## config.mk

```make
export PLATFORM = sky130hd
export DESIGN_NAME = hvw_wake_input
export DESIGN_NICKNAME = d
export VERILOG_FILES = /design/src/core/hvw_pkg.sv /design/src/core/hvw_wake_input.sv
export SDC_FILE = /design/constraint.sdc
export NUM_CORES = 1
export LEC_CHECK = 0
export BUFFER_PORTS_ARGS = -buffer_cell sky130_fd_sc_hd__buf_2
export CAP_MARGIN = 20
export CORE_MARGIN = 10
export CORE_UTILIZATION = 60
export CTS_CLUSTER_DIAMETER = 120
export DETAILED_ROUTE_END_ITERATION = 10
export PLACE_DENSITY = 0.88
export SLEW_MARGIN = 0
export SYNTH_ARGS = -nofsm -noshare
export SYNTH_HDL_FRONTEND = slang
export SYNTH_SLANG_ARGS = --single-unit
```

## constraint.sdc

```tcl
create_clock -name clk_i -period 4.5 [get_ports clk_i]
set_input_delay 0 -clock clk_i [delete_from_list [all_inputs] [get_ports clk_i]]
set_output_delay 0 -clock clk_i [all_outputs]
set_load 0.005 [all_outputs]
```

## src/core/hvw_pkg.sv

```systemverilog
// Constants, register map and field layout of the high-voltage wake input logic.
// Assumes a 40 MHz internal oscillator clock and an AXI4-Lite register bus.
package hvw_pkg;
    localparam int unsigned HVW_NWAKE = 3;
    // Input 1 can serve as the high-side sync input, input 2 is the supply-ratio input
    localparam int unsigned HVW_SYNC_IDX = 1;
    localparam int unsigned HVW_SUPPLY_IDX = 2;

    // Register byte offsets
    localparam logic [7:0] HVW_OFS_WAKE_CONTROL = 8'h00;
    localparam logic [7:0] HVW_OFS_WAKE_EVENT_STATUS = 8'h04;
    localparam logic [7:0] HVW_OFS_IRQ_MASK = 8'h08;
    localparam logic [7:0] HVW_OFS_WAKE_LEVEL_STATUS = 8'h0c;

    // Per-input control byte: input i occupies bits [8*i+7 : 8*i]
    localparam int unsigned HVW_CTRL_STRIDE = 8;
    localparam int unsigned HVW_POS_ENABLE = 0;
    localparam int unsigned HVW_POS_CYCLIC = 2;
    localparam int unsigned HVW_POS_PULL_SELECT_LO = 3;
    localparam int unsigned HVW_POS_PULL_SELECT_HI = 4;
    localparam int unsigned HVW_POS_FILTER = 5;

    localparam logic [23:0] HVW_RST_WAKE_CONTROL = 24'h000000;
    localparam logic [2:0] HVW_RST_MASK = 3'h0;

    // Wake enable selector codes
    localparam logic [1:0] HVW_EN_OFF = 2'h0;
    localparam logic [1:0] HVW_EN_SYNC = 2'h2;

    // Pull select codes
    localparam logic [1:0] HVW_PULL_NONE = 2'h0;
    localparam logic [1:0] HVW_PULL_DOWN = 2'h1;
    localparam logic [1:0] HVW_PULL_UP = 2'h2;
    localparam logic [1:0] HVW_PULL_AUTO = 2'h3;

    // Filter times
    localparam int unsigned HVW_CLK_PERIOD_PS = 25000;
    localparam int unsigned HVW_FILT1_US = 16;
    localparam int unsigned HVW_FILT2_US = 64;
    localparam logic [11:0] HVW_FILT1_CYC =
        12'((HVW_FILT1_US * 1000000 + HVW_CLK_PERIOD_PS - 1) / HVW_CLK_PERIOD_PS);
    localparam logic [11:0] HVW_FILT2_CYC =
        12'((HVW_FILT2_US * 1000000 + HVW_CLK_PERIOD_PS - 1) / HVW_CLK_PERIOD_PS);

    localparam logic [1:0] HVW_RESP_OKAY = 2'h0;
    localparam logic [1:0] HVW_RESP_SLVERR = 2'h2;

    typedef enum logic [2:0] {
        HVW_MODE_INIT = 3'b000,
        HVW_MODE_NORMAL = 3'b001,
        HVW_MODE_STOP = 3'b010,
        HVW_MODE_SLEEP = 3'b011,
        HVW_MODE_FAILSAFE = 3'b100
    } hvw_mode_t;
endpackage

```

## src/core/hvw_wake_input.sv

```systemverilog
// High-voltage wake input logic: edge detection, filtering, static and cyclic
// sensing, event latching, level readout, pull control and sync selection.
// Assumes wake comparator outputs arrive asynchronously, while the device mode and
// high-side on-time signals come from logic on the same clock.
//
// Operation
// RULE1: Both rising and falling edges on each wake input are wake events.
// RULE2: Events raise the interrupt in Normal/Stop, wake the device in Sleep/Fail-Safe.
// RULE3: Software picks static (always) or cyclic (limited window) sensing per input.
// RULE4: Crossing starts filter; crossing back before expiry discards the pulse.
// RULE5: Each input's wake capability is individually enabled; disabled gives no wake.
// RULE6: Accepted events latch in a status flag readable at any time.
// RULE7: Live pin level readable in Normal, Stop and Init modes.
// RULE8: Under cyclic sensing the level readout shows the last sampled level.
// RULE9: Two-bit pull select: none default, pull-down, pull-up, automatic.
// RULE10: Automatic pull follows detected level: high gives pull-up, low pull-down.
// RULE11: Supply-ratio input has fixed pull-up and ignores its pull select.
// RULE12: Per-input filter select sets filter time for static and cyclic sensing.
// RULE13: Init to Normal with static sensing flags an input already high.
// RULE14: Cyclic sensing samples during high-side on-time; level change makes event.
// RULE15: Sync-configured input gives no level readout and no wake detection.
// RULE16: In cyclic sensing the sync input may be driven externally to time high-side.
// RULE17: Enable selector 10 selects sync, ignoring the bank and disabling wake.
// RULE18: Software switches the sync-capable input off before selecting sync.
// RULE19: Filter counter on oscillator clock restarts per crossing, accepts at length.
`timescale 1ns/100ps
`default_nettype none

module hvw_wake_input
    import hvw_pkg::*;
(
    input wire logic clk_i,                          // 40 MHz oscillator clock
    input wire logic reset_i,                        // Synchronous reset, active high
    input wire logic [HVW_NWAKE-1:0] wake_pin_i,     // Wake comparator outputs, async
    input wire logic [HVW_NWAKE-1:0] hs_on_i,        // High-side on-time per input
    input wire hvw_pkg::hvw_mode_t dev_mode_i,       // Device operating mode
    output logic [HVW_NWAKE-1:0] pull_up_en_o,       // Pull-up current source enables
    output logic [HVW_NWAKE-1:0] pull_down_en_o,     // Pull-down current source enables
    output logic sync_active_o,                      // Sync-capable input acts as sync
    output logic sync_o,                             // Synchronised sync level to high side
    output logic wake_req_o,                         // One-cycle wake request from low power
    output logic irq_o,                              // Level interrupt
    input wire logic [7:0] s_axi_awaddr,             // Write address
    input wire logic s_axi_awvalid,                  // Write address valid
    output logic s_axi_awready,                      // Write address ready
    input wire logic [31:0] s_axi_wdata,             // Write data
    input wire logic [3:0] s_axi_wstrb,              // Write strobes
    input wire logic s_axi_wvalid,                   // Write data valid
    output logic s_axi_wready,                       // Write data ready
    output logic [1:0] s_axi_bresp,                  // Write response
    output logic s_axi_bvalid,                       // Write response valid
    input wire logic s_axi_bready,                   // Write response ready
    input wire logic [7:0] s_axi_araddr,             // Read address
    input wire logic s_axi_arvalid,                  // Read address valid
    output logic s_axi_arready,                      // Read address ready
    output logic [31:0] s_axi_rdata,                 // Read data
    output logic [1:0] s_axi_rresp,                  // Read response
    output logic s_axi_rvalid,                       // Read data valid
    input wire logic s_axi_rready                    // Read data ready
);
    import hvw_pkg::*;

    typedef struct packed {
        logic [HVW_NWAKE-1:0] meta;
        logic [HVW_NWAKE-1:0] pin;
        logic [HVW_NWAKE-1:0] prev_pin;
        logic [HVW_NWAKE-1:0] stable;
        logic [HVW_NWAKE-1:0] sample;
        logic [HVW_NWAKE-1:0][11:0] cnt;
        logic [HVW_NWAKE-1:0] busy;
        logic [23:0] ctrl;
        logic [HVW_NWAKE-1:0] status;
        logic [HVW_NWAKE-1:0] mask;
        hvw_mode_t prev_mode;
        logic wake_req;
        logic aw_got;
        logic w_got;
        logic [7:0] awaddr;
        logic [31:0] wdata;
        logic [3:0] wstrb;
        logic bvalid;
        logic [1:0] bresp;
        logic rvalid;
        logic [1:0] rresp;
        logic [31:0] rdata;
    } hvw_state_t;

    hvw_state_t s_r;
    hvw_state_t s_nxt;

    logic [HVW_NWAKE-1:0] en;
    logic [HVW_NWAKE-1:0] cyclic;
    logic [HVW_NWAKE-1:0] is_sync;
    logic [HVW_NWAKE-1:0] level_view;
    logic [HVW_NWAKE-1:0] event_set;
    logic [HVW_NWAKE-1:0] status_clr;
    logic readout_mode;
    logic active_mode;
    logic lowpwr_mode;
    logic do_write;
    logic [31:0] wmask;
    logic [31:0] rd_val;
    logic rd_ok;

    always_comb
    begin
        s_nxt = s_r;
        // Two flops before any logic looks at the pins
        s_nxt.meta = wake_pin_i;
        s_nxt.pin = s_r.meta;
        s_nxt.prev_pin = s_r.pin;
        s_nxt.prev_mode = dev_mode_i;

        active_mode = (dev_mode_i == HVW_MODE_NORMAL) || (dev_mode_i == HVW_MODE_STOP);
        lowpwr_mode = (dev_mode_i == HVW_MODE_SLEEP) || (dev_mode_i == HVW_MODE_FAILSAFE);
        readout_mode = active_mode || (dev_mode_i == HVW_MODE_INIT);

        event_set = '0;
        for (int i = 0; i < HVW_NWAKE; i++)
        begin
            // RULE17 sync select
            is_sync[i] = (i == HVW_SYNC_IDX) &&
                (s_r.ctrl[i*HVW_CTRL_STRIDE+HVW_POS_ENABLE +: 2] == HVW_EN_SYNC);
            // RULE5 per-input enable
            en[i] = (s_r.ctrl[i*HVW_CTRL_STRIDE+HVW_POS_ENABLE +: 2] != HVW_EN_OFF) &&
                !is_sync[i];
            // RULE3 sensing mode
            cyclic[i] = s_r.ctrl[i*HVW_CTRL_STRIDE+HVW_POS_CYCLIC];

            // RULE19 filter counter restarts on every crossing
            if (s_r.pin[i] != s_r.prev_pin[i])
            begin
                s_nxt.cnt[i] = 12'h001;
                s_nxt.busy[i] = 1'b1;
            end
            // RULE14 cyclic filter only runs during high-side on-time
            else if (cyclic[i] && !hs_on_i[i])
            begin
                s_nxt.cnt[i] = '0;
                s_nxt.busy[i] = 1'b0;
            end
            else if (s_r.busy[i])
            begin
                s_nxt.cnt[i] = s_r.cnt[i] + 12'h001;
                // RULE12 per-input filter length
                // RULE4 accept only if no crossing back before expiry
                if (s_r.cnt[i] >= (s_r.ctrl[i*HVW_CTRL_STRIDE+HVW_POS_FILTER] ?
                                   HVW_FILT2_CYC : HVW_FILT1_CYC))
                begin
                    s_nxt.busy[i] = 1'b0;
                    s_nxt.cnt[i] = '0;
                    s_nxt.stable[i] = s_r.pin[i];
                    // RULE1 either direction counts
                    if (!cyclic[i] && s_r.pin[i] != s_r.stable[i])
                    begin
                        event_set[i] = en[i];
                    end
                    // RULE14 cyclic sample differs from last sample
                    if (cyclic[i])
                    begin
                        s_nxt.sample[i] = s_r.pin[i];
                        event_set[i] = en[i] && (s_r.pin[i] != s_r.sample[i]);
                    end
                end
            end
            else if (cyclic[i] && hs_on_i[i] && (s_r.pin[i] != s_r.sample[i]))
            begin
                // A level that moved since the last sample must survive the filter first
                s_nxt.cnt[i] = 12'h001;
                s_nxt.busy[i] = 1'b1;
            end

            // RULE13 already-high input flagged on Init to Normal in static sensing
            if (s_r.prev_mode == HVW_MODE_INIT && dev_mode_i == HVW_MODE_NORMAL &&
                !cyclic[i] && en[i] && s_r.pin[i])
            begin
                event_set[i] = 1'b1;
            end

            // RULE8 cyclic readout is the sample
            // RULE15 sync input reads zero
            level_view[i] = is_sync[i] ? 1'b0 : (cyclic[i] ? s_r.sample[i] : s_r.pin[i]);

            // RULE11 supply-ratio input fixed pull-up
            if (i == HVW_SUPPLY_IDX)
            begin
                pull_up_en_o[i] = 1'b1;
                pull_down_en_o[i] = 1'b0;
            end
            else if (is_sync[i])
            begin
                pull_up_en_o[i] = 1'b0;
                pull_down_en_o[i] = 1'b0;
            end
            else
            begin
                // RULE9 pull select decode
                unique case (s_r.ctrl[i*HVW_CTRL_STRIDE+HVW_POS_PULL_SELECT_LO +: 2])
                    HVW_PULL_NONE:
                    begin
                        pull_up_en_o[i] = 1'b0;
                        pull_down_en_o[i] = 1'b0;
                    end
                    HVW_PULL_DOWN:
                    begin
                        pull_up_en_o[i] = 1'b0;
                        pull_down_en_o[i] = 1'b1;
                    end
                    HVW_PULL_UP:
                    begin
                        pull_up_en_o[i] = 1'b1;
                        pull_down_en_o[i] = 1'b0;
                    end
                    HVW_PULL_AUTO:
                    begin
                        // RULE10 pull follows detected level
                        pull_up_en_o[i] = s_r.stable[i];
                        pull_down_en_o[i] = !s_r.stable[i];
                    end
                endcase
            end
        end

        // RULE2 low-power modes get a wake request instead of the interrupt
        s_nxt.wake_req = lowpwr_mode && (|event_set);

        // Register write path: address and data taken in either order
        s_axi_awready = !s_r.aw_got && !s_r.bvalid;
        s_axi_wready = !s_r.w_got && !s_r.bvalid;
        if (s_axi_awvalid && s_axi_awready)
        begin
            s_nxt.aw_got = 1'b1;
            s_nxt.awaddr = s_axi_awaddr;
        end
        if (s_axi_wvalid && s_axi_wready)
        begin
            s_nxt.w_got = 1'b1;
            s_nxt.wdata = s_axi_wdata;
            s_nxt.wstrb = s_axi_wstrb;
        end
        do_write = s_r.aw_got && s_r.w_got && !s_r.bvalid;
        for (int b = 0; b < 4; b++)
        begin
            wmask[b*8 +: 8] = {8{s_r.wstrb[b]}};
        end
        status_clr = '0;
        if (do_write)
        begin
            s_nxt.aw_got = 1'b0;
            s_nxt.w_got = 1'b0;
            s_nxt.bvalid = 1'b1;
            s_nxt.bresp = HVW_RESP_OKAY;
            unique case ({s_r.awaddr[7:2], 2'b00})
                HVW_OFS_WAKE_CONTROL:
                    // RULE18 software switches off before sync; no sequencing enforced here
                    s_nxt.ctrl = (s_r.ctrl & ~wmask[23:0]) | (s_r.wdata[23:0] & wmask[23:0]);
                HVW_OFS_WAKE_EVENT_STATUS:
                    status_clr = s_r.wdata[HVW_NWAKE-1:0] & wmask[HVW_NWAKE-1:0];
                HVW_OFS_IRQ_MASK:
                    s_nxt.mask = (s_r.mask & ~wmask[HVW_NWAKE-1:0]) |
                        (s_r.wdata[HVW_NWAKE-1:0] & wmask[HVW_NWAKE-1:0]);
                HVW_OFS_WAKE_LEVEL_STATUS:
                    s_nxt.bresp = HVW_RESP_OKAY;
                default:
                    s_nxt.bresp = HVW_RESP_SLVERR;
            endcase
        end
        if (s_r.bvalid && s_axi_bready)
        begin
            s_nxt.bvalid = 1'b0;
        end

        // RULE6 sticky flag; a new event wins over a clear in the same cycle
        s_nxt.status = (s_r.status & ~status_clr) | event_set;

        // Register read path
        rd_ok = 1'b1;
        rd_val = '0;
        unique case ({s_axi_araddr[7:2], 2'b00})
            HVW_OFS_WAKE_CONTROL:
                rd_val = {8'h00, s_r.ctrl};
            HVW_OFS_WAKE_EVENT_STATUS:
                rd_val = {29'h0, s_r.status};
            HVW_OFS_IRQ_MASK:
                rd_val = {29'h0, s_r.mask};
            HVW_OFS_WAKE_LEVEL_STATUS:
                // RULE7 level readable only in Normal, Stop, Init
                rd_val = {29'h0, readout_mode ? level_view : 3'h0};
            default:
                rd_ok = 1'b0;
        endcase
        s_axi_arready = !s_r.rvalid;
        if (s_axi_arvalid && s_axi_arready)
        begin
            s_nxt.rvalid = 1'b1;
            s_nxt.rdata = rd_val;
            s_nxt.rresp = rd_ok ? HVW_RESP_OKAY : HVW_RESP_SLVERR;
        end
        else if (s_r.rvalid && s_axi_rready)
        begin
            s_nxt.rvalid = 1'b0;
        end

        // RULE2 interrupt only in Normal and Stop
        irq_o = active_mode && |(s_r.status & s_r.mask);
        // RULE16 sync level forwarded to the high-side timing
        sync_active_o = is_sync[HVW_SYNC_IDX];
        sync_o = is_sync[HVW_SYNC_IDX] && s_r.pin[HVW_SYNC_IDX];
    end

    always_ff @(posedge clk_i)
    begin
        if (reset_i)
        begin
            s_r <= '0;
            s_r.ctrl <= HVW_RST_WAKE_CONTROL;
            s_r.mask <= HVW_RST_MASK;
        end
        else
        begin
            s_r <= s_nxt;
        end
    end

    assign wake_req_o = s_r.wake_req;
    assign s_axi_bvalid = s_r.bvalid;
    assign s_axi_bresp = s_r.bresp;
    assign s_axi_rvalid = s_r.rvalid;
    assign s_axi_rdata = s_r.rdata;
    assign s_axi_rresp = s_r.rresp;
endmodule

`default_nettype wire

```

Word level (Yosys, flattened, before mapping)
Cells that the tools add are included.
{ "word_totals": {"ff_bits": 163, "latch_bits": 0, "rom_bits": 0, "ramBits": 0, "out_inout_bits": 51, "memories": 0, "word_cells": 245} }
{ "classes": {"div": 0, "n_bitwise": 18, "order_cmp": 3, "mux": 73, "n_eq_ne": 26, "n_reduce_logical": 91, "addsub": 3, "shift": 0, "mul": 0} }
{ "ops": {"columns": ["op", "count"], "rows": [
  ["12-bit two-way mux", 12],
  ["24-bit one-hot mux with 4 select lines", 1],
  ["1-bit two-way mux", 51],
  ["24-bit AND", 2],
  ["1-bit logical AND", 38],
  ["12-bit by 1-bit adder with 12-bit output, second input constant", 3],
  ["12-bit greater-or-equal comparator", 3],
  ["6-bit by 2-bit == test with 1-bit output, second input constant", 4],
  ["24-bit NOT", 1],
  ["24-bit OR", 1],
  ["5-bit AND reduction", 3],
  ["3-bit OR reduction", 5],
  ["2-bit nonzero test", 7],
  ["1-bit logical NOT", 13],
  ["3-bit AND", 4],
  ["6-bit by 1-bit == test with 1-bit output, second input constant", 2],
  ["6-bit logical NOT", 2],
  ["1-bit one-hot mux with 3 select lines", 4],
  ["4-bit AND reduction", 3],
  ["4-bit nonzero test", 3],
  ["2-bit OR reduction", 6],
  ["2-bit == test, second input constant", 5],
  ["3-bit two-way mux", 3],
  ["1-bit inequality test", 9],
  ["other kinds (13)", 29]
]} }

Depth between registers and ports, before layout
{ "depth": {"word_depth": 12, "depth_mapped": 9} }

Least setup slack after synthesis
No wires, ideal clock.
{ "synth_path": {"kind": "reg2reg", "start": "register with a tool-made name", "end": "register s_r[121] (netlist bit)", "t_required_ps": 4432, "path_slack_ps": 2473, "setup_ps": 68, "arrival_ps": 1959, "stages_incl_launch_ff": 9, "cell_sequence": "dfxtp_1 > inv_1 > ha_1 > or4b_1 > a41oi_2 > nor2_2 > o21a_1 > a2111o_1 > o21ai_2"} }
{ "synth_rtl": {"columns": ["element", "line_no", "rtl"], "rows": [
  ["end signal: assignment", "hvw_wake_input.sv:321", "s_r <= s_nxt;"],
  ["end: declaration", "hvw_wake_input.sv:88", "hvw_state_t s_r;"]
]} }

==> PnR_summary.wiki <==
{| class="wikitable"
! Metric !! Value
|-
| Outcome || finished, violations left
|-
| Violations in the final reports || DRC
|-
| Data arrival time at the worst-slack endpoint || 2.79 ns
|-
| Largest fanout of any net on the critical path || 17
|-
| Clk network pwr share || 46.7%
|-
| Total vias in the final route || 6,053
|-
| Avg Synthesized Cell Area || 8.484 um^2
|-
| Number of instances resized during post-cts repair || 0
|-
| Die Outline Area || 16,020 um^2
|-
| Number of enable flip-flop cells after synthesis || 0
|-
| IR drop worst, VDD || 0.0003345 V
|-
| Minimum clock period after layout || 2.467 ns
|-
| Placer Congestion || 0.8577
|-
| Floorplan core area || 10,980 um^2
|-
| Number of hold violations in the final report || 0
|-
| Proportion of register bits with asynchronous set or reset after synthesis || 0%
|-
| Final setup violation count || 0
|-
| Number of buffers added on ports || 93
|-
| Net count, final || 975
|-
| Overall die width || 126.6 um
|-
| Relative contribution of combinational cells to total power || 7.5%
|-
| Distinct cell type count of the synthesized netlist || 63
|-
| TritonCTS clock tree || done
|-
| Worst min path class || in2reg
|-
| Cell internal power dissipation || 2.332 mW
|-
| Post-CTS setup buffer count || 0
|-
| Sequential cell area fraction in the yosys report || 44.37%
|-
| Switching share of power || 23.72%
|-
| Detailed Route WL || 17.67 mm
|-
| Reg2Reg Setup Slack || 2.03 ns
|-
| Post-route DRC || 1
|-
| Share of post-route cells with drive strength above 1 || 15.20%
|-
| Clock-pin transition on the worst setup and hold timing paths || 0.06 ns
|-
| Placement Rows || 38
|-
| Share of the cycle needed by the critical path after routing || 54.82%
|-
| Leakage power of the design || 3.405 nW
|-
| Number of warning messages in the yosys log || 0
|-
| NetSw || 0.7250 mW
|-
| Via count of the first global-routing pass || 5,924
|-
| Vias per cell || 5.776
|-
| CP Class || reg2reg
|-
| Initial antenna violation count || 0
|-
| Mapped Cells || 803
|-
| Fmax || 405.3 MHz
|-
| Max-cap violation count || 0
|-
| Area used by sequential logic in the layout || 3023 um^2
|-
| Share of the core filled with cells in the final layout || 73.66%
|-
| Dominant synthesized flop cell || dfxtp_1
|-
| Transition at the pin with the smallest max-transition slack || 1.074 ns
|-
| Detail Route Antenna Nets || 0
|-
| DPL Wire Length || 10.49 mm
|-
| Area of all placed cells without fillers || 8090 um^2
|-
| Slew Limit Headroom || 28.35%
|-
| Overall power consumption || 3.057 mW
|-
| Root buf cell || clkbuf_16
|-
| Yosys reg bits || 151
|-
| Filler cells || 703
|-
| Area taken by multi-input logic gates || 3307 um^2
|-
| Area Overhead vs Synth || 18.75%
|-
| Data required time of the critical path || 4.82 ns
|-
| Residual overflow from global routing || 0
|-
| # diodes || 0
|-
| Number of CTS-inserted buffers || 17
|-
| Total power per unit cell area || 377.8 nW/um^2
|-
| Wire length of the first global-routing pass || 29.08 mm
|-
| Largest net degree at the start of global routing || 68
|-
| Effective utilization at floorplan || 62.03%
|-
| Number of buffers on the longest clock path || 2
|-
| Detailed router's first-iteration violation count || 528
|-
| Num Clock Sinks || 151
|-
| Setup TNS || 0 ns
|-
| Total global routing track utilization || 21.69%
|-
| Crit path launch type || flop
|-
| Type of element capturing the critical path || flop
|-
| Chip Height || 126.6 um
|-
| I/O pin count || 119
|-
| Max-slew violation count || 0
|-
| Detailed-routing iteration count for the pre-antenna-repair pass || 10
|-
| Syn Std Cell Area || 6813 um^2
|-
| Post-place instance area || 7074 um^2
|-
| CTS H-tree lvls || 4
|-
| Setup repair after global routing missed its margin || no
|-
| Insertion delay to the later sink of the worst-skew pair || 0.43 ns
|-
| Sequential share of power || 45.8%
|-
| Fin Clk Skew || 0.008004 ns
|-
| Average wire per cell in the routed design || 16.86 um
|}
[layout by cell type, fill, tap and decap left out, drive strengths merged, types with 23 or more instances in the layout]
cell type | Yosys | final
mux2i | 38 | 38
nand2 | 101 | 101
o21ai | 54 | 54
a22oi | 23 | 23
buf | 49 | 95
dlygate4sd3 | 0 | 42
nor2 | 91 | 91
inv | 23 | 23
dfxtp | 151 | 151
a21oi | 52 | 52
[worst max-delay path, stage by stage, from the launching register on]
cell,delay [ns]
dfxtp_1,0.37
inv_1,0.09
ha_1,0.29
nor2_1,0.25
nand4b_1,0.23
o2111ai_1,0.55
nand2b_1,0.35
a21o_1,0.18
o31ai_1,0.06
[kinds of logic (layout without fill, tap and decap cells)]
family | after synthesis | after routing | share of synthesized area (%)
compound gates | 179 | 179 | 16.35
xor+xnor | 11 | 11 | 1.414
buf+inv | 97 | 192 | 7.713
other cells | 2 | 12 | 0.1102
fa+ha+maj | 12 | 12 | 2.204
flops | 151 | 151 | 44.37
simple gates | 313 | 313 | 22.26
mux | 38 | 38 | 5.583
[area by class of cell]
class / count / share of cell area [%]
multi-input combinational: 565 / 40.88
sequential: 151 / 37.36
timing repair buffer: 137 / 11.17
clock buffer: 22 / 5.861
tap: 140 / 2.165
clock inverter: 10 / 1.500
inverter: 23 / 1.067
[metrics by stage]
step	instances	hold slack (ns)	worst slack (ns)
4_1_cts	1048	0.01444	2.105
2_1_floorplan	813	0.03646	2.473
3_3_place_gp	974	0.1842	2.209
3_5_place_dp	974	0.1990	2.143
5_1_grt	1048	0.06892	1.777
6_report	1048	0.01772	2.033
[routing by layer]
metal	GRT usage, %	vias up	share of wire [%]
li1	-	2919	-
met1	24.55	2874	41
met2	36.82	220	50
met3	7.205	40	6.6
met4	8.640	0	2.5
met5	0	-	0
[power groups by stage]
stage	logic (mW)	registers [mW]	clock network [mW]
finish	0.229	1.40	1.43
global route	0.255	1.40	1.48
CTS	0.221	1.40	1.43
detailed placement	0.189	1.43	0
global placement	0.186	1.43	0
floorplan	0.148	1.42	0
[worst paths after layout]
path                         from        endpoint  depth (start not counted)
hold / removal    s_axi_araddr[4]  s_axi_rdata[1]                          4
hold reg to reg        s_nxt[166]      s_nxt[163]                          1
setup / recovery             flop        s_r[152]                          8
setup reg to reg             flop        s_r[152]                          8
[synth_stat cells, types with 3 or more instances]
cell type	number	share of area, %
dfxtp_1	151	44
nand2_1	101	5.6
nor2_1	89	4.9
a21oi_1	52	3.8
o21ai_0	47	3.5
buf_4	38	4.2
mux2i_1	38	5.6
clkbuf_1	25	1.4
a22oi_1	23	2.5
inv_1	23	1.3
nor2b_1	20	1.8
and3_1	16	1.5
nand3_1	15	1.1
nand2b_1	13	1.2
ha_1	12	2.2
nor3b_1	10	1.1
buf_2	9	0.66
nor3_1	9	0.66
a211oi_1	7	0.77
and2_1	7	0.64
a21o_1	6	0.66
nor4_1	6	0.55
o21a_1	6	0.66
o21ai_1	6	0.44
xor2_1	6	0.77
xnor2_1	5	0.64
a31oi_1	4	0.37
nand4b_1	4	0.51
a21boi_0	3	0.33
a32oi_1	3	0.39
nand3b_1	3	0.33
o221ai_1	3	0.39
o31ai_1	3	0.33
or3_1	3	0.28
[timing repair]
| item | 4_1_cts | 5_1_grt |
|---|---|---|
| endpoints found under the setup margin | 0 | 0 |
| endpoints found under the hold margin | 42 | 0 |
| hold buffers | 42 | 0 |
No activity file was read; power rests on OpenSTA's default activity.
